### config.mk
export PLATFORM = sky130hd
export DESIGN_NAME = dmfe_front_end
export DESIGN_NICKNAME = d
export VERILOG_FILES = /design/src/inc/dmfe_pkg.sv /design/src/rtl/dmfe_front_end.sv /design/src/rtl/dmfe_sync.sv
export SDC_FILE = /design/constraint.sdc
export NUM_CORES = 1
export LEC_CHECK = 0
export ABC_AREA = 1
export BUFFER_PORTS_ARGS = -buffer_cell sky130_fd_sc_hd__buf_2
export CORE_ASPECT_RATIO = 0.7
export CORE_MARGIN = 2
export CORE_UTILIZATION = 42
export CTS_BUF_LIST = sky130_fd_sc_hd__clkbuf_8
export CTS_CLUSTER_SIZE = 40
export DETAILED_ROUTE_END_ITERATION = 10
export GPL_ROUTABILITY_DRIVEN = 1
export HOLD_SLACK_MARGIN = 0.02
export PLACE_DENSITY = 0.6
export SYNTH_ARGS = -nofsm -noshare
export SYNTH_HDL_FRONTEND = slang
export SYNTH_HIERARCHICAL = 1
export SYNTH_SLANG_ARGS = --single-unit
### constraint.sdc
create_clock -name ref_clk -period 3.9 [get_ports ref_clk]
set_input_delay 0.78 -clock ref_clk [delete_from_list [all_inputs] [get_ports ref_clk]]
set_output_delay 0.78 -clock ref_clk [all_outputs]
set_load 0.05 [all_outputs]
### src/inc/dmfe_pkg.sv
`default_nettype none

package dmfe_pkg;

    // Clock rates in kHz.
    localparam int unsigned REF_CLK_KHZ = 250000;
    localparam int unsigned DEV_CLK_LO_KHZ = 1024;
    localparam int unsigned DEV_CLK_HI_KHZ = 2048;

    localparam int unsigned CNT_W = 10;

    // Device clock periods in reference clock cycles.
    localparam logic [CNT_W-1:0] PERIOD_LO_CYC = CNT_W'(REF_CLK_KHZ / DEV_CLK_LO_KHZ);
    localparam logic [CNT_W-1:0] PERIOD_HI_CYC = CNT_W'(REF_CLK_KHZ / DEV_CLK_HI_KHZ);
    localparam logic [CNT_W-1:0] PERIOD_SPLIT_CYC =
        CNT_W'((REF_CLK_KHZ / DEV_CLK_LO_KHZ + REF_CLK_KHZ / DEV_CLK_HI_KHZ) / 2);
    localparam logic [CNT_W-1:0] CLK_LOSS_CYC = CNT_W'(2 * (REF_CLK_KHZ / DEV_CLK_LO_KHZ));

    // Guard between the two conversion phases, a least time rounded up.
    localparam int unsigned NOV_NS = 20;
    localparam logic [CNT_W-1:0] NOV_CYC = CNT_W'((NOV_NS * REF_CLK_KHZ + 999999) / 1000000);

    // Device clock rising edges per chopper half period.
    localparam logic [4:0] CHOP_DIV = 5'h10;

    // Rising edges seen before the link is considered running.
    localparam logic [1:0] MEASURE_EDGES = 2'h2;

    // Reset values.
    localparam logic OUT_RST = 1'b0;
    localparam logic OUT_INV_RST = 1'b1;
    localparam logic CLK_OUT_RST = 1'b0;

    // Positions in the synchroniser vector.
    localparam int unsigned SY_DCLK = 0;
    localparam int unsigned SY_SUPPLY = 1;
    localparam int unsigned SY_GAIN = 2;
    localparam int unsigned SY_REF = 3;
    localparam int unsigned SY_BSV = 4;
    localparam int unsigned SY_BSC = 5;
    localparam int unsigned SY_W = 6;

    // Positions in the internal clock vector.
    localparam int unsigned CK_PH1 = 0;
    localparam int unsigned CK_PH2 = 1;
    localparam int unsigned CK_CHV = 2;
    localparam int unsigned CK_CHIP = 3;
    localparam int unsigned CK_CHIN = 4;
    localparam int unsigned CK_N = 5;

    localparam logic AMP_X8 = 1'b0;
    localparam logic AMP_X32 = 1'b1;

    typedef enum logic [2:0] {
        ST_HOLD = 3'b001,
        ST_MEASURE = 3'b010,
        ST_RUN = 3'b100
    } dmfe_state_t;

    typedef enum logic [1:0] {
        REF_TC100 = 2'h0,
        REF_TC170 = 2'h1,
        REF_TC125 = 2'h2,
        REF_TC190 = 2'h3
    } dmfe_ref_mode_t;

endpackage : dmfe_pkg

`default_nettype wire

### src/rtl/dmfe_front_end.sv
`default_nettype none

module dmfe_front_end
    import dmfe_pkg::*;
(
    input wire logic ref_clk,
    input wire logic rst,
    input wire logic dev_clk_pin,
    input wire logic supply_ok_pin,
    input wire logic gain_select_pin,
    input wire logic reference_mode_pin,
    input wire logic voltage_bitstream,
    input wire logic current_bitstream,
    output logic conv_phase1,
    output logic conv_phase2,
    output logic chop_voltage,
    output logic chop_current_p,
    output logic chop_current_n,
    output logic amp32_sel,
    output logic [1:0] ref_tc_mode,
    output logic prescale_hi,
    output logic voltage_channel_en,
    output logic por_active,
    output logic muxed_bitstream_out,
    output logic muxed_bitstream_out_inv
);

    // Maps the levels seen in the high and the low clock phase to a reference mode.
    function automatic dmfe_ref_mode_t decode_ref_mode(input logic in_high, input logic in_low);
        dmfe_ref_mode_t m;
        m = REF_TC100;
        case ({in_high, in_low})
            2'b00: m = REF_TC100;
            2'b10: m = REF_TC170;
            2'b01: m = REF_TC125;
            2'b11: m = REF_TC190;
            default: m = REF_TC100;
        endcase
        return m;
    endfunction : decode_ref_mode

    logic [SY_W-1:0] pins_s;

    // Pins are asynchronous to ref_clk and pass two flops first.
    dmfe_sync #(.W(SY_W)) u_sync (
        .ref_clk(ref_clk),
        .rst(rst),
        .async_in({current_bitstream, voltage_bitstream, reference_mode_pin,
                   gain_select_pin, supply_ok_pin, dev_clk_pin}),
        .sync_out(pins_s)
    );

    logic dclk_s;
    logic por_hold;
    logic dclk_q;
    logic dclk_d;
    logic rise;
    logic fall;

    assign dclk_s = pins_s[SY_DCLK];
    assign por_hold = ~pins_s[SY_SUPPLY];
    assign rise = dclk_s & ~dclk_q;
    assign fall = ~dclk_s & dclk_q;

    // Device clock tracking: edge memory, period and phase counters.
    logic [CNT_W-1:0] period_cnt_q;
    logic [CNT_W-1:0] period_cnt_d;
    logic [CNT_W-1:0] period_q;
    logic [CNT_W-1:0] period_d;
    logic [CNT_W-1:0] phase_cnt_q;
    logic [CNT_W-1:0] phase_cnt_d;
    logic clk_lost;

    always_comb begin
        dclk_d = dclk_s;
        period_cnt_d = period_cnt_q;
        period_d = period_q;
        phase_cnt_d = phase_cnt_q;
        clk_lost = (period_cnt_q >= CLK_LOSS_CYC);
        if (por_hold) begin
            dclk_d = 1'b0;
            period_cnt_d = '0;
            period_d = '0;
            phase_cnt_d = '0;
        end else begin
            if (rise) begin
                period_d = period_cnt_q;
                period_cnt_d = '0;
            end else if (!clk_lost) begin
                period_cnt_d = period_cnt_q + CNT_W'(1);
            end
            if (rise || fall) begin
                phase_cnt_d = '0;
            end else if (phase_cnt_q != {CNT_W{1'b1}}) begin
                phase_cnt_d = phase_cnt_q + CNT_W'(1);
            end
        end
    end

    always_ff @(posedge ref_clk or posedge rst) begin
        if (rst) begin
            dclk_q <= 1'b0;
            period_cnt_q <= '0;
            period_q <= '0;
            phase_cnt_q <= '0;
        end else begin
            dclk_q <= dclk_d;
            period_cnt_q <= period_cnt_d;
            period_q <= period_d;
            phase_cnt_q <= phase_cnt_d;
        end
    end

    // Link state: held in reset, measuring the clock, or running.
    dmfe_state_t state_q;
    dmfe_state_t state_d;
    logic [1:0] edges_q;
    logic [1:0] edges_d;
    logic running;

    assign running = (state_q == ST_RUN);

    always_comb begin
        state_d = state_q;
        edges_d = edges_q;
        case (state_q)
            ST_HOLD: begin
                edges_d = '0;
                if (!por_hold) begin
                    state_d = ST_MEASURE;
                end
            end
            ST_MEASURE: begin
                if (rise) begin
                    edges_d = edges_q + 2'h1;
                    if (edges_q + 2'h1 == MEASURE_EDGES) begin
                        state_d = ST_RUN;
                    end
                end
                if (clk_lost) begin
                    edges_d = '0;
                end
            end
            ST_RUN: begin
                // A stopped device clock returns the block to measuring.
                if (clk_lost) begin
                    state_d = ST_MEASURE;
                    edges_d = '0;
                end
            end
            default: begin
                state_d = ST_HOLD;
                edges_d = '0;
            end
        endcase
        if (por_hold) begin
            state_d = ST_HOLD;
            edges_d = '0;
        end
    end

    always_ff @(posedge ref_clk or posedge rst) begin
        if (rst) begin
            state_q <= ST_HOLD;
            edges_q <= '0;
        end else begin
            state_q <= state_d;
            edges_q <= edges_d;
        end
    end

    // Mode decoding from the two mode pins.
    logic amp32_q;
    logic amp32_d;
    logic ref_hi_q;
    logic ref_hi_d;
    logic ref_lo_q;
    logic ref_lo_d;
    dmfe_ref_mode_t ref_mode_q;
    dmfe_ref_mode_t ref_mode_d;
    logic presc_q;
    logic presc_d;
    logic ven_q;
    logic ven_d;
    logic mid_phase;

    // The mode pin is sampled a guard time after each edge, clear of the transition.
    assign mid_phase = (phase_cnt_q == NOV_CYC);

    always_comb begin
        amp32_d = amp32_q;
        ref_hi_d = ref_hi_q;
        ref_lo_d = ref_lo_q;
        ref_mode_d = ref_mode_q;
        presc_d = presc_q;
        ven_d = running;
        if (running) begin
            amp32_d = pins_s[SY_GAIN] ? AMP_X32 : AMP_X8;
            if (mid_phase && dclk_s) begin
                ref_hi_d = pins_s[SY_REF];
            end
            if (mid_phase && !dclk_s) begin
                ref_lo_d = pins_s[SY_REF];
            end
            if (rise) begin
                ref_mode_d = decode_ref_mode(ref_hi_q, ref_lo_q);
                presc_d = (period_q < PERIOD_SPLIT_CYC);
            end
        end
        if (por_hold) begin
            amp32_d = AMP_X8;
            ref_hi_d = 1'b0;
            ref_lo_d = 1'b0;
            ref_mode_d = REF_TC100;
            presc_d = 1'b0;
            ven_d = 1'b0;
        end
    end

    always_ff @(posedge ref_clk or posedge rst) begin
        if (rst) begin
            amp32_q <= AMP_X8;
            ref_hi_q <= 1'b0;
            ref_lo_q <= 1'b0;
            ref_mode_q <= REF_TC100;
            presc_q <= 1'b0;
            ven_q <= 1'b0;
        end else begin
            amp32_q <= amp32_d;
            ref_hi_q <= ref_hi_d;
            ref_lo_q <= ref_lo_d;
            ref_mode_q <= ref_mode_d;
            presc_q <= presc_d;
            ven_q <= ven_d;
        end
    end

    // Five analog clocks, all derived from the device clock.
    logic [CK_N-1:0] clks_q;
    logic [CK_N-1:0] clks_d;
    logic [4:0] chop_cnt_q;
    logic [4:0] chop_cnt_d;
    logic chop_q;
    logic chop_d;

    always_comb begin
        chop_cnt_d = chop_cnt_q;
        chop_d = chop_q;
        clks_d = {CK_N{CLK_OUT_RST}};
        if (running) begin
            if (rise) begin
                if (chop_cnt_q == CHOP_DIV - 5'h01) begin
                    chop_cnt_d = '0;
                    chop_d = ~chop_q;
                end else begin
                    chop_cnt_d = chop_cnt_q + 5'h01;
                end
            end
            // Phases never overlap: each waits a guard time after its edge.
            // The count still holds the old phase on the edge cycle, so the edge is excluded.
            clks_d[CK_PH1] = dclk_s && !rise && (phase_cnt_q >= NOV_CYC);
            clks_d[CK_PH2] = !dclk_s && !fall && (phase_cnt_q >= NOV_CYC);
            clks_d[CK_CHV] = chop_d;
            clks_d[CK_CHIP] = chop_d;
            clks_d[CK_CHIN] = ~chop_d;
        end else begin
            chop_cnt_d = '0;
            chop_d = 1'b0;
        end
    end

    always_ff @(posedge ref_clk or posedge rst) begin
        if (rst) begin
            chop_cnt_q <= '0;
            chop_q <= 1'b0;
            clks_q <= {CK_N{CLK_OUT_RST}};
        end else begin
            chop_cnt_q <= chop_cnt_d;
            chop_q <= chop_d;
            clks_q <= clks_d;
        end
    end

    // Bitstream capture on the device clock and time multiplexing onto one pair.
    logic bsv_q;
    logic bsv_d;
    logic bsc_q;
    logic bsc_d;
    logic out_q;
    logic out_d;
    logic out_inv_q;
    logic out_inv_d;

    always_comb begin
        bsv_d = bsv_q;
        bsc_d = bsc_q;
        out_d = OUT_RST;
        if (running) begin
            if (rise) begin
                bsv_d = pins_s[SY_BSV];
                bsc_d = pins_s[SY_BSC];
            end
            out_d = dclk_s ? bsv_d : bsc_d;
        end
        if (por_hold) begin
            bsv_d = 1'b0;
            bsc_d = 1'b0;
        end
        out_inv_d = ~out_d;
    end

    always_ff @(posedge ref_clk or posedge rst) begin
        if (rst) begin
            bsv_q <= 1'b0;
            bsc_q <= 1'b0;
            out_q <= OUT_RST;
            out_inv_q <= OUT_INV_RST;
        end else begin
            bsv_q <= bsv_d;
            bsc_q <= bsc_d;
            out_q <= out_d;
            out_inv_q <= out_inv_d;
        end
    end

    assign conv_phase1 = clks_q[CK_PH1];
    assign conv_phase2 = clks_q[CK_PH2];
    assign chop_voltage = clks_q[CK_CHV];
    assign chop_current_p = clks_q[CK_CHIP];
    assign chop_current_n = clks_q[CK_CHIN];
    assign amp32_sel = amp32_q;
    assign ref_tc_mode = ref_mode_q;
    assign prescale_hi = presc_q;
    assign voltage_channel_en = ven_q;
    assign por_active = (state_q == ST_HOLD);
    assign muxed_bitstream_out = out_q;
    assign muxed_bitstream_out_inv = out_inv_q;

endmodule : dmfe_front_end

`default_nettype wire

### src/rtl/dmfe_sync.sv
`default_nettype none

module dmfe_sync
    import dmfe_pkg::*;
#(
    parameter int unsigned W = 1
) (
    input wire logic ref_clk,
    input wire logic rst,
    input wire logic [W-1:0] async_in,
    output logic [W-1:0] sync_out
);

    logic [W-1:0] meta_q;
    logic [W-1:0] meta_d;
    logic [W-1:0] sync_q;
    logic [W-1:0] sync_d;

    // Each bit gets its own pair of flops; the first is read only by the second.
    genvar g;
    generate
        for (g = 0; g < W; g++) begin : g_bit
            always_comb begin
                meta_d[g] = async_in[g];
                sync_d[g] = meta_q[g];
            end
        end
    endgenerate

    always_ff @(posedge ref_clk or posedge rst) begin
        if (rst) begin
            meta_q <= '0;
            sync_q <= '0;
        end else begin
            meta_q <= meta_d;
            sync_q <= sync_d;
        end
    end

    assign sync_out = sync_q;

endmodule : dmfe_sync

`default_nettype wire
== After elaboration in Yosys (flattened, before gate mapping) ==
Cells that the tools add are included.
Widths: inputs -> output; s select.

* Input bits: 8
* Output and inout port bits: 13
* Bits in registers: 70
* Logic and storage cells: 124

* Add/sub/neg operators: 4
* Multiplexer cells: 52
* Bitwise gates (word level): 7
* $lt $le $gt $ge: 3
* Equal/unequal tests: 21
* Reduce and logical (&&, ||, !) cells: 16

{| class="wikitable"
|+ Operators with widths
! kind !! number
|-
| $mux 10 || 8
|-
| $mux 1 || 26
|-
| $add 10x1->10 const B || 2
|-
| $mux 5 || 4
|-
| $ne 3x3->1 const B || 5
|-
| $mux 2 || 7
|-
| $mux 3 || 4
|-
| $eq 10x3->1 const B || 1
|-
| $ge 10x3->1 const B || 1
|-
| $ge 10x9->1 const B || 1
|-
| $lt 10x8->1 const B || 1
|-
| $ne 10x10->1 const B || 1
|-
| $ne 2x2->1 const B || 5
|-
| $pmux 3 s3 || 1
|-
| $pmux 2 s4 || 1
|-
| $reduce_and 2->1 || 4
|-
| $eq 2x2->1 const B || 3
|-
| $logic_and 1x1->1 || 6
|-
| $add 5x1->5 const B || 1
|-
| $eq 5x4->1 const B || 1
|-
| $not 1->1 || 5
|-
| $ne 4x4->1 const B || 1
|-
| $pmux 2 s2 || 1
|-
| $eq 3x1->1 const B || 1
|-
| other kinds (9) || 12
|}

== Logic depth before layout (Yosys ltp) ==
Gate-level depths: netlist of run 1.

* Depth after elaboration: 6
* Gate-level depth with buffers: 9
* Depth with buffers taken out: 9

== By module ==
Netlist of run 1, hierarchy kept.

{| class="wikitable"
|+ Modules (own cells, without submodules)
! module !! cells each !! times used !! area an instance (µm²) !! seq. area each (µm²)
|-
| dmfe_front_end || 345 || 1 || 2847.7 || 1403.8
|-
| dmfe_sync || 13 || 1 || 304.0 || 300.3
|}

== Worst setup path after synthesis of run 1 ==
OpenSTA, ideal clock, no wires.

* Path kind: flip-flop to output port
* Start: reg state_q[0]
* End: out por_active
* Stages on the path, launching flop included: 3
* Arrival time: 1643 ps
* Buffers on the path: 0
* Data required time: 3120 ps
* Setup slack: 1477 ps
* Cell sequence: dfstp_2 inv_1 nor3_1

* Longest elaborated chain between the ends: 1

{| class="wikitable"
|+ RTL lines
! item !! line !! source
|-
| start: declaration || dmfe_front_end.sv:115 || <nowiki>dmfe_state_t state_q;</nowiki>
|-
| start signal: assignment || dmfe_front_end.sv:167 || <nowiki>state_q <= state_d;</nowiki>
|-
| $eq 3x1->1 || dmfe_front_end.sv:335 || <nowiki>assign por_active = (state_q == ST_HOLD);</nowiki>
|-
| end: declaration || dmfe_front_end.sv:23 || <nowiki>output logic por_active,</nowiki>
|}

No other way between the ends.

== Final worst setup path of run 1 ==
Same ends and word-level chain as after synthesis.

==> flow_metrics.py, run 1 <==
metrics = {
    "floorplanning": {
        "coreArea_um2": 7290,
        "ios": 21,
        "rows": 26,
        "dieArea_um2": 8220,
        "die_h_um": 76.5,
        "initial_core_util": 0.433,
        "die_x_um": 108,
    },
    "sta": {
        "setup_violations": 0,
        "min_period_ps": 2220,
        "finClkSkew_ps": 6.62,
        "tns_ps": 0,
        "worstMarginPinSlew_ps": 808,
        "finalMaxSlewViolations": 0,
        "report.final.hold_viol_count": 0,
        "fmax_mhz": 451,
        "min_period_over_period": 0.568,
        "rsz0062_at_grt": "false",
        "holdWs_ps": 353,
        "relSlewSlack": 0.460,
    },
    "global_route": {
        "antenna_found_initial": 0,
        "grt_pass1_wl_mm": 10.7,
        "track_usage": 0.171,
        "grt_pass1_vias": 2226,
        "grt_max_degree": 37,
        "grt.overflow.total": 0,
    },
    "detailed_routing": {
        "drt_iter0_drc": 115,
        "wl_per_cell_um": 12.9,
        "vias_per_cell": 4.80,
        "wl_mm": 6.29,
        "vias": 2349,
        "firstDrtPassIters": 4,
        "ant_nets": 0,
        "drcViolationCount": 0,
    },
    "layout": {
        "fillers": 720,
        "final_area_um2": 3580,
        "synthToLayoutAreaGrowth_pct": 13.7,
        "layout.nets": 404,
        "drive_gt1_frac": 0.161,
        "insertedDiodeCount": 0,
        "post-route-util": 0.492,
    },
    "logic_synthesis": {
        "syn_area_per_cell_um2": 8.80,
        "ys_async_sr_fraction": 1.00,
        "synth_cells": 358,
        "seq_area_frac_synth": 0.541,
        "ys.warnings.count": 6,
        "synth.cell_area_um2": 3150,
        "ys.flop_type": "dfrtp_1",
        "yosys.area.top_type": "dfrtp_1",
        "synth_top_area_share": 0.524,
        "yosys-top-cells-count": "nand2_1, dfrtp_1, inv_1, nor2_1, nand3_1",
        "synth_area_leaders": "dfrtp_1, nand2_1, inv_1",
        "synth_edf_count": 0,
        "synth-seq-cells": 68,
        "ys_types": 31,
        "syn_nets": 376,
        "yosysMostFrequentCell": "nand2_1",
    },
    "critical_path": {
        "path_cells": "inv_1 -> nor3_1 -> buf_2",
        "cpLargestDelayFamily": "flip-flops",
        "cp_num_buf_inv": 2,
        "crit_required_ps": 3120,
        "critPathMaxFanout": 2,
        "cp-start-kind": "flip-flop",
        "endpoint_kind": "output pin",
        "slowest_delay_ps": 530,
        "crit_slowest_cell": "dfstp_2",
        "crit_type": "flip-flop to output pin",
        "critPathArrivalTime_ps": 1440,
    },
    "flow_run": {
        "cap_violations": 0,
    },
    "clocking": {
        "cts_root_buf": "clkbuf_8",
        "cts_tree": "yes",
        "h-tree-depth": 3,
        "cts_buffers": 9,
        "clkTransAtPathRegs_ps": 70,
        "postCtsResizedCells": 0,
        "cts_setup_buffers": 0,
        "clockBufferDepth": 2,
        "clk_latency_ps": 340,
        "cts_hold_buffers": 0,
        "cts.sinks": 68,
    },
    "placement": {
        "placed_area_um2": 3350,
        "portBuffers": 20,
        "gp_congestion": 0.893,
        "dp_hpwl_mm": 4.57,
    },
    "power_and_ir_drop": {
        "total_power_mw": 1.59,
        "ir_drop_v": 0.000289,
        "total_leakage_power_nw": 1.77,
        "powerDensity_nw_per_um2": 444,
    },
    "hold_path": {
        "min_path_type": "flip-flop to flip-flop",
    },
    "run_status": {
        "outcome": "finished, final reports clean",
    },
}
[flip-flops by register name, indices dropped and copies added, names as in the netlist, 2 cells and up]
register / flops
chop_cnt_q: 5
clks_q: 4
edges_q: 2
period_cnt_q: 10
period_q: 10
phase_cnt_q: 10
ref_tc_mode: 2
state_q: 3
u_sync/meta_q: 6
u_sync/sync_out: 6
[cell type report]
cell class | instances | area (um2) | share of cell area
inverters | 47 | 176 | 0.0492
clock buffers | 9 | 124 | 0.0346
multi-input cells | 239 | 1240 | 0.346
repair buffers | 21 | 108 | 0.0300
well taps | 98 | 123 | 0.0342
clock inverters | 7 | 109 | 0.0304
flip-flops and latches | 68 | 1700 | 0.476
[report_power, final]
group	total (mW)	internal, mW	switching [mW]
clock	0.677	0.418	0.259
combinational	0.158	0.0388	0.119
sequential	0.755	0.736	0.0189
total	1.59	1.19	0.397
[cells by family after synthesis]
family                     after synthesis  share of synthesized area
AOI/OAI and AO/OA                       43                     0.0730
xor gates and xnor gates                 3                     0.0107
adders and majority gates               10                     0.0397
buffers and inverters                   51                     0.0659
DFF                                     68                      0.541
muxes                                    1                    0.00318
and+or+nand+nor                        182                      0.267
[cell usage in the layout (no fill, tap or decap)]
master      Yosys  final
nand2_1        86     86
dfrtp_1        66     66
inv_1          42     44
nor2_1         35     35
nand3_1        29     29
o21ai_0        27     27
buf_2           1     20
ha_1           10     10
clkbuf_8        0      9
a21oi_1         8      8
nor3_1          7      7
inv_2           5      6
nand4_1         5      5
nor2_2          4      4
nand2_4         4      4
nand2_2         4      4
nor2_4          3      3
nand3_2         3      3
bufinv_16       0      3
xor2_1          2      2
o22ai_1         2      2
o21bai_1        2      2
dfstp_2         2      2
mux2i_1         1      1
o21ai_1         1      1
a31oi_1         1      1
xnor2_2         1      1
and2_1          1      1
a21boi_0        1      1
o21ai_2         1      1
nor3_2          1      1
clkinvlp_4      0      1
buf_4           2      1
[metal layers]
layer  track usage  wire length (um)  vias up
li1              -                 -     1193
met3        0.0505               386        9
met1         0.265              3380     1089
met4        0.0692                89        0
met2         0.219              2430       58
met5             0                 0        -
[worst paths after layout]
check,depth (start not counted),endpoint,slack [ps],startpoint
worst max-delay path,3,por_active,1680,state_q[0]
worst min-delay path,0,u_sync/sync_out[5],350,u_sync/meta_q[5]
worst max register to register,6,clks_q[3],2050,u_sync/sync_out[0]
worst min register to register,0,u_sync/sync_out[5],350,u_sync/meta_q[5]
max in group asynchronous,3,muxed_bitstream_out_inv,2470,rst
min in group asynchronous,2,u_sync/meta_q[1],430,rst
[through the flow]
| stage | std cells | worst slack [ps] |
|---|---|---|
| after floorplan | 358 | 1480 |
| after global placement | 473 | 2030 |
| after detailed placement | 473 | 2030 |
| after CTS | 489 | 1640 |
| after global routing | 489 | 1570 |
| final | 489 | 1680 |
(Power assumes the default switching activity.)
==> run 2: changes to the inputs <==
==> constraint.sdc (replaced) <==
create_clock -name ref_clk -period 2.2 [get_ports ref_clk]
set_input_delay 0.44 -clock ref_clk [delete_from_list [all_inputs] [get_ports ref_clk]]
set_output_delay 0.44 -clock ref_clk [all_outputs]
set_load 0.05 [all_outputs]
==> run 2 against run 1 <==
Hold slack lost 270 ps. Largest power group unchanged. Sequential cell count is the same. Core utilization grew 0.50 points. Critical path type unchanged. Register-to-register slack lost 1600 ps.
==> flow_metrics.py, run 2 (same netlist as run 1, synthesis figures left out) <==
metrics = {
    "sta": {
        "finalMaxSlewViolations": 0,
        "worstMarginPinSlew_ps": 588,
        "fmax_mhz": 517,
        "relSlewSlack": 0.608,
        "finClkSkew_ps": 11.3,
        "min_period_ps": 1940,
        "min_period_over_period": 0.880,
        "fin_ws_ps": 264,
        "rsz0062_at_grt": "false",
        "tns_ps": 0,
        "report.final.hold_viol_count": 0,
        "setup_violations": 0,
    },
    "clocking": {
        "cts_buffers": 9,
        "cts_root_buf": "clkbuf_8",
        "clkTransAtPathRegs_ps": 70,
        "clk_latency_ps": 350,
        "cts_tree": "yes",
        "h-tree-depth": 3,
        "cts_setup_buffers": 0,
        "cts_hold_buffers": 0,
        "cts.sinks": 68,
        "clockBufferDepth": 2,
        "postCtsResizedCells": 0,
    },
    "layout": {
        "final_common_cell": "nand2_1",
        "layout_common_cells": "nand2_1, dfrtp_1, inv_1, nor2_1, nand3_1",
        "top_regs": "period_cnt_q (10), period_q (10), phase_cnt_q (10)",
        "post-route-util": 0.497,
        "layout.nets": 405,
        "synthToLayoutAreaGrowth_pct": 14.8,
        "drive_gt1_frac": 0.171,
        "insertedDiodeCount": 0,
    },
    "detailed_routing": {
        "wl_mm": 6.17,
        "ant_nets": 0,
        "vias_per_cell": 4.74,
        "wl_per_cell_um": 12.6,
        "drt_iter0_drc": 104,
        "firstDrtPassIters": 5,
        "drcViolationCount": 0,
        "vias": 2324,
    },
    "global_route": {
        "grt_pass1_vias": 2122,
        "grt_pass1_wl_mm": 10.7,
        "grt.overflow.total": 0,
        "grt_max_degree": 38,
        "antenna_found_initial": 0,
        "track_usage": 0.170,
    },
    "critical_path": {
        "critPathArrivalTime_ps": 1500,
        "cpLargestDelayFamily": "flip-flops",
        "crit_slowest_cell": "dfstp_2",
        "crit_required_ps": 1760,
        "cp-start-kind": "flip-flop",
        "crit_type": "flip-flop to output pin",
        "path_cells": "inv_1 -> nor3_1 -> buf_2",
        "critPathMaxFanout": 2,
        "slowest_delay_ps": 530,
        "cp_num_buf_inv": 2,
        "endpoint_kind": "output pin",
    },
    "flow_run": {
        "cap_violations": 0,
    },
    "power_and_ir_drop": {
        "swShare": 0.249,
        "powerDensity_nw_per_um2": 794,
        "total_power_mw": 2.87,
        "ir_drop_v": 0.000634,
        "cell_internal_pwr_mw": 2.16,
        "p_seq_frac": 0.464,
        "combPwrFrac": 0.099,
        "total_leakage_power_nw": 1.78,
        "power_switching_uw": 715,
        "clkPwrFrac": 0.436,
    },
    "placement": {
        "gp_congestion": 0.871,
        "post-place-ws_ps": 420,
        "dp_hpwl_mm": 4.55,
        "portBuffers": 20,
    },
    "floorplanning": {
        "die_x_um": 108,
        "die_h_um": 76.5,
        "dieArea_um2": 8220,
        "coreArea_um2": 7290,
        "rows": 26,
        "initial_core_util": 0.433,
        "ios": 21,
    },
    "run_status": {
        "outcome": "finished, final reports clean",
    },
    "hold_path": {
        "min_path_type": "input pin to asynchronous set/reset pin",
    },
}
run 2: cell type report:
type	count	area, um2
clock buffers	10	138
clock inverters	6	111
fillers	684	3670
inverters	47	176
multi-input cells	239	1240
flip-flops and latches	68	1700
well taps	98	123
repair buffers	22	128
run 2: power by group through the flow:
stage | clock network (mW) | logic [mW] | registers [mW]
after floorplan | 0 | 0.203 | 1.37
after global placement | 0 | 0.285 | 1.36
after detailed placement | 0 | 0.288 | 1.36
after CTS | 1.29 | 0.289 | 1.33
after global routing | 1.36 | 0.323 | 1.34
final | 1.25 | 0.286 | 1.34
run 2: path summary, 6_finish.rpt:
check,start,cells past startpoint,slack (ps),end
max,state_q[0],3,260,por_active
min,rst,2,90,u_sync/meta_q[3]
max reg2reg,u_sync/sync_out[0],6,410,ref_tc_mode[0]
min reg2reg,u_sync/meta_q[5],0,350,u_sync/sync_out[5]
max in group asynchronous,rst,3,1480,muxed_bitstream_out_inv
min in group ref_clk,dev_clk_pin,1,190,u_sync/meta_q[0]
run 2: stage by stage:
step                hold slack (ps)  instances  area, um2
finish                         85.4        490       3620
global route                    110        490       3620
CTS                            85.0        490       3620
detailed placement              336        474       3370
global placement                334        474       3370
floorplan                       305        358       3150
run 2: layer usage:
layer / up-vias / track usage / share of wire
li1: 1199 / - / -
met3: 12 / 0.0582 / 0.068
met5: - / 0 / 0
met4: 0 / 0.0641 / 0.014
met2: 69 / 0.204 / 0.37
met1: 1044 / 0.271 / 0.54
==> run 3: changes to the inputs <==
==> constraint.sdc (replaced) <==
create_clock -name ref_clk -period 2.2 [get_ports ref_clk]
set_input_delay 0.22 -clock ref_clk [delete_from_list [all_inputs] [get_ports ref_clk]]
set_output_delay 0.22 -clock ref_clk [all_outputs]
set_load 0.05 [all_outputs]
==> run 3 against run 2 <==
Die area unchanged. Via count rose by 1.2%. Total power down 3.4%. Register-to-register slack got worse by 20 ps. Final cell count increased by 1.6%. Core utilization increased by 0.74 points. Highest routed layer unchanged. Setup slack better by 130 ps. Final area is 1.5% higher.
==> flow_metrics.py, run 3 (same netlist as run 1, synthesis figures left out) <==
metrics = {
    "clocking": {
        "clkTransAtPathRegs_ps": 80,
        "cts_root_buf": "clkbuf_8",
        "cts_buffers": 9,
        "clockBufferDepth": 2,
        "clk_latency_ps": 340,
        "cts_tree": "yes",
        "cts.sinks": 68,
        "postCtsResizedCells": 0,
        "h-tree-depth": 3,
    },
    "placement": {
        "dp_hpwl_mm": 4.67,
        "placed_area_um2": 3380,
        "portBuffers": 20,
        "gp_congestion": 0.876,
        "post-place-ws_ps": 408,
    },
    "floorplanning": {
        "ios": 21,
        "die_h_um": 76.5,
        "rows": 26,
        "die_x_um": 108,
        "coreArea_um2": 7290,
        "dieArea_um2": 8220,
        "initial_core_util": 0.433,
    },
    "detailed_routing": {
        "ant_nets": 0,
        "vias_per_cell": 4.72,
        "drt_iter0_drc": 138,
        "vias": 2353,
        "wl_per_cell_um": 12.6,
        "firstDrtPassIters": 5,
        "wl_mm": 6.29,
        "drcViolationCount": 0,
    },
    "layout": {
        "insertedDiodeCount": 0,
        "layout_common_cells": "nand2_1, dfrtp_1, inv_1, nor2_1, nand3_1",
        "final_area_um2": 3670,
        "drive_gt1_frac": 0.170,
        "fillers": 705,
        "top_regs": "period_cnt_q (10), period_q (10), phase_cnt_q (10)",
        "synthToLayoutAreaGrowth_pct": 16.6,
        "final_common_cell": "nand2_1",
        "layout.nets": 413,
    },
    "sta": {
        "fmax_mhz": 553,
        "relSlewSlack": 0.630,
        "worstMarginPinSlew_ps": 555,
        "rsz0062_at_grt": "false",
        "min_period_over_period": 0.822,
        "tns_ps": 0,
        "setup_violations": 0,
        "finalMaxSlewViolations": 0,
        "finClkSkew_ps": 7.89,
        "fin_ws_ps": 392,
        "min_period_ps": 1810,
        "report.final.hold_viol_count": 0,
    },
    "global_route": {
        "grt_max_degree": 24,
        "grt_pass1_wl_mm": 10.9,
        "grt.overflow.total": 0,
        "grt_pass1_vias": 2222,
        "antenna_found_initial": 0,
        "track_usage": 0.172,
    },
    "critical_path": {
        "r2r_slack_ps": 390,
        "endpoint_kind": "flip-flop",
        "critPathArrivalTime_ps": 2030,
        "slowest_delay_ps": 450,
        "cp_num_buf_inv": 1,
        "path_cells": "ha_1 -> nor2_4 -> inv_1 -> nand2_1 -> o21ai_0",
        "crit_type": "flip-flop to flip-flop",
        "critPathMaxFanout": 16,
        "crit_required_ps": 2430,
        "crit_slowest_cell": "dfrtp_1",
        "cp-start-kind": "flip-flop",
        "cpLargestDelayFamily": "simple AND/OR/NAND/NOR gates",
    },
    "power_and_ir_drop": {
        "total_power_mw": 2.78,
        "powerDensity_nw_per_um2": 756,
        "ir_drop_v": 0.000541,
        "total_leakage_power_nw": 1.80,
    },
    "run_status": {
        "outcome": "finished, final reports clean",
    },
    "flow_run": {
        "cap_violations": 0,
    },
    "hold_path": {
        "min_path_type": "flip-flop to flip-flop",
    },
}
[run 3: cell count changes in the layout (fill, tap and decap cells not counted)]
| cell | change |
|---|---|
| clkinvlp_4 | -1 |
| clkinv_2 | +1 |
| buf_4 | +1 |
| clkinv_4 | +1 |
| dlygate4sd3_1 | +7 |
| bufinv_16 | -1 |
[run 3: final timing paths]
kind,from,cells after the start,end
worst min-delay path,u_sync/meta_q[4],0,u_sync/sync_out[4]
worst max register to register,u_sync/sync_out[0],5,ref_tc_mode[1]
worst min register to register,u_sync/meta_q[4],0,u_sync/sync_out[4]
max in group asynchronous,rst,4,muxed_bitstream_out_inv
worst max-delay path,u_sync/sync_out[0],5,ref_tc_mode[1]
min in group asynchronous,rst,3,u_sync/sync_out[0]
[run 3: area by class of cell]
| class | count | area (um2) | share of cell area |
|---|---|---|---|
| clock buffer | 10 | 138 | 0.0375 |
| clock inverter | 6 | 87.6 | 0.0238 |
| inverter | 47 | 176 | 0.0480 |
| multi-input combinational | 239 | 1240 | 0.338 |
| sequential | 68 | 1700 | 0.464 |
| tap | 98 | 123 | 0.0334 |
| timing repair buffer | 30 | 205 | 0.0559 |
[run 3: power breakdown]
group / total (mW) / internal [mW] / leakage, nW / switching (mW)
Sequential: 1.34 / 1.30 / 0.909 / 0.0319
Combinational: 0.296 / 0.0814 / 0.779 / 0.215
Clock: 1.15 / 0.669 / 0.116 / 0.477
Total: 2.78 / 2.05 / 1.80 / 0.723
[run 3: timing repair]
item | 4_1_cts | 5_1_grt
setup buffers | 0 | 0
endpoints found under the hold margin | 32 | 0
setup endpoints to repair | 0 | 0
hold buffers | 7 | 0
[run 3: through the flow]
stage,util,hold WS (ps),instances
after global placement,0.464,243,475
after CTS,0.504,352,498
after detailed placement,0.464,245,475
after floorplan,-,84.7,358
final,0.504,350,498
after global routing,0.504,360,498
[run 3: metal layers]
| layer | vias to the layer above | share of wire | track usage |
|---|---|---|---|
| met1 | 1083 | 0.56 | 0.271 |
| met5 | - | 0 | 0 |
| met4 | 0 | 0.015 | 0.0654 |
| met2 | 49 | 0.37 | 0.218 |
| li1 | 1211 | - | - |
| met3 | 10 | 0.055 | 0.0496 |
[run 3: worst reg2reg max path, stage by stage, from the launching register on]
cell	delay, ps
dfrtp_1	450
ha_1	430
nor2_4	430
inv_1	150
nand2_1	150
o21ai_0	90
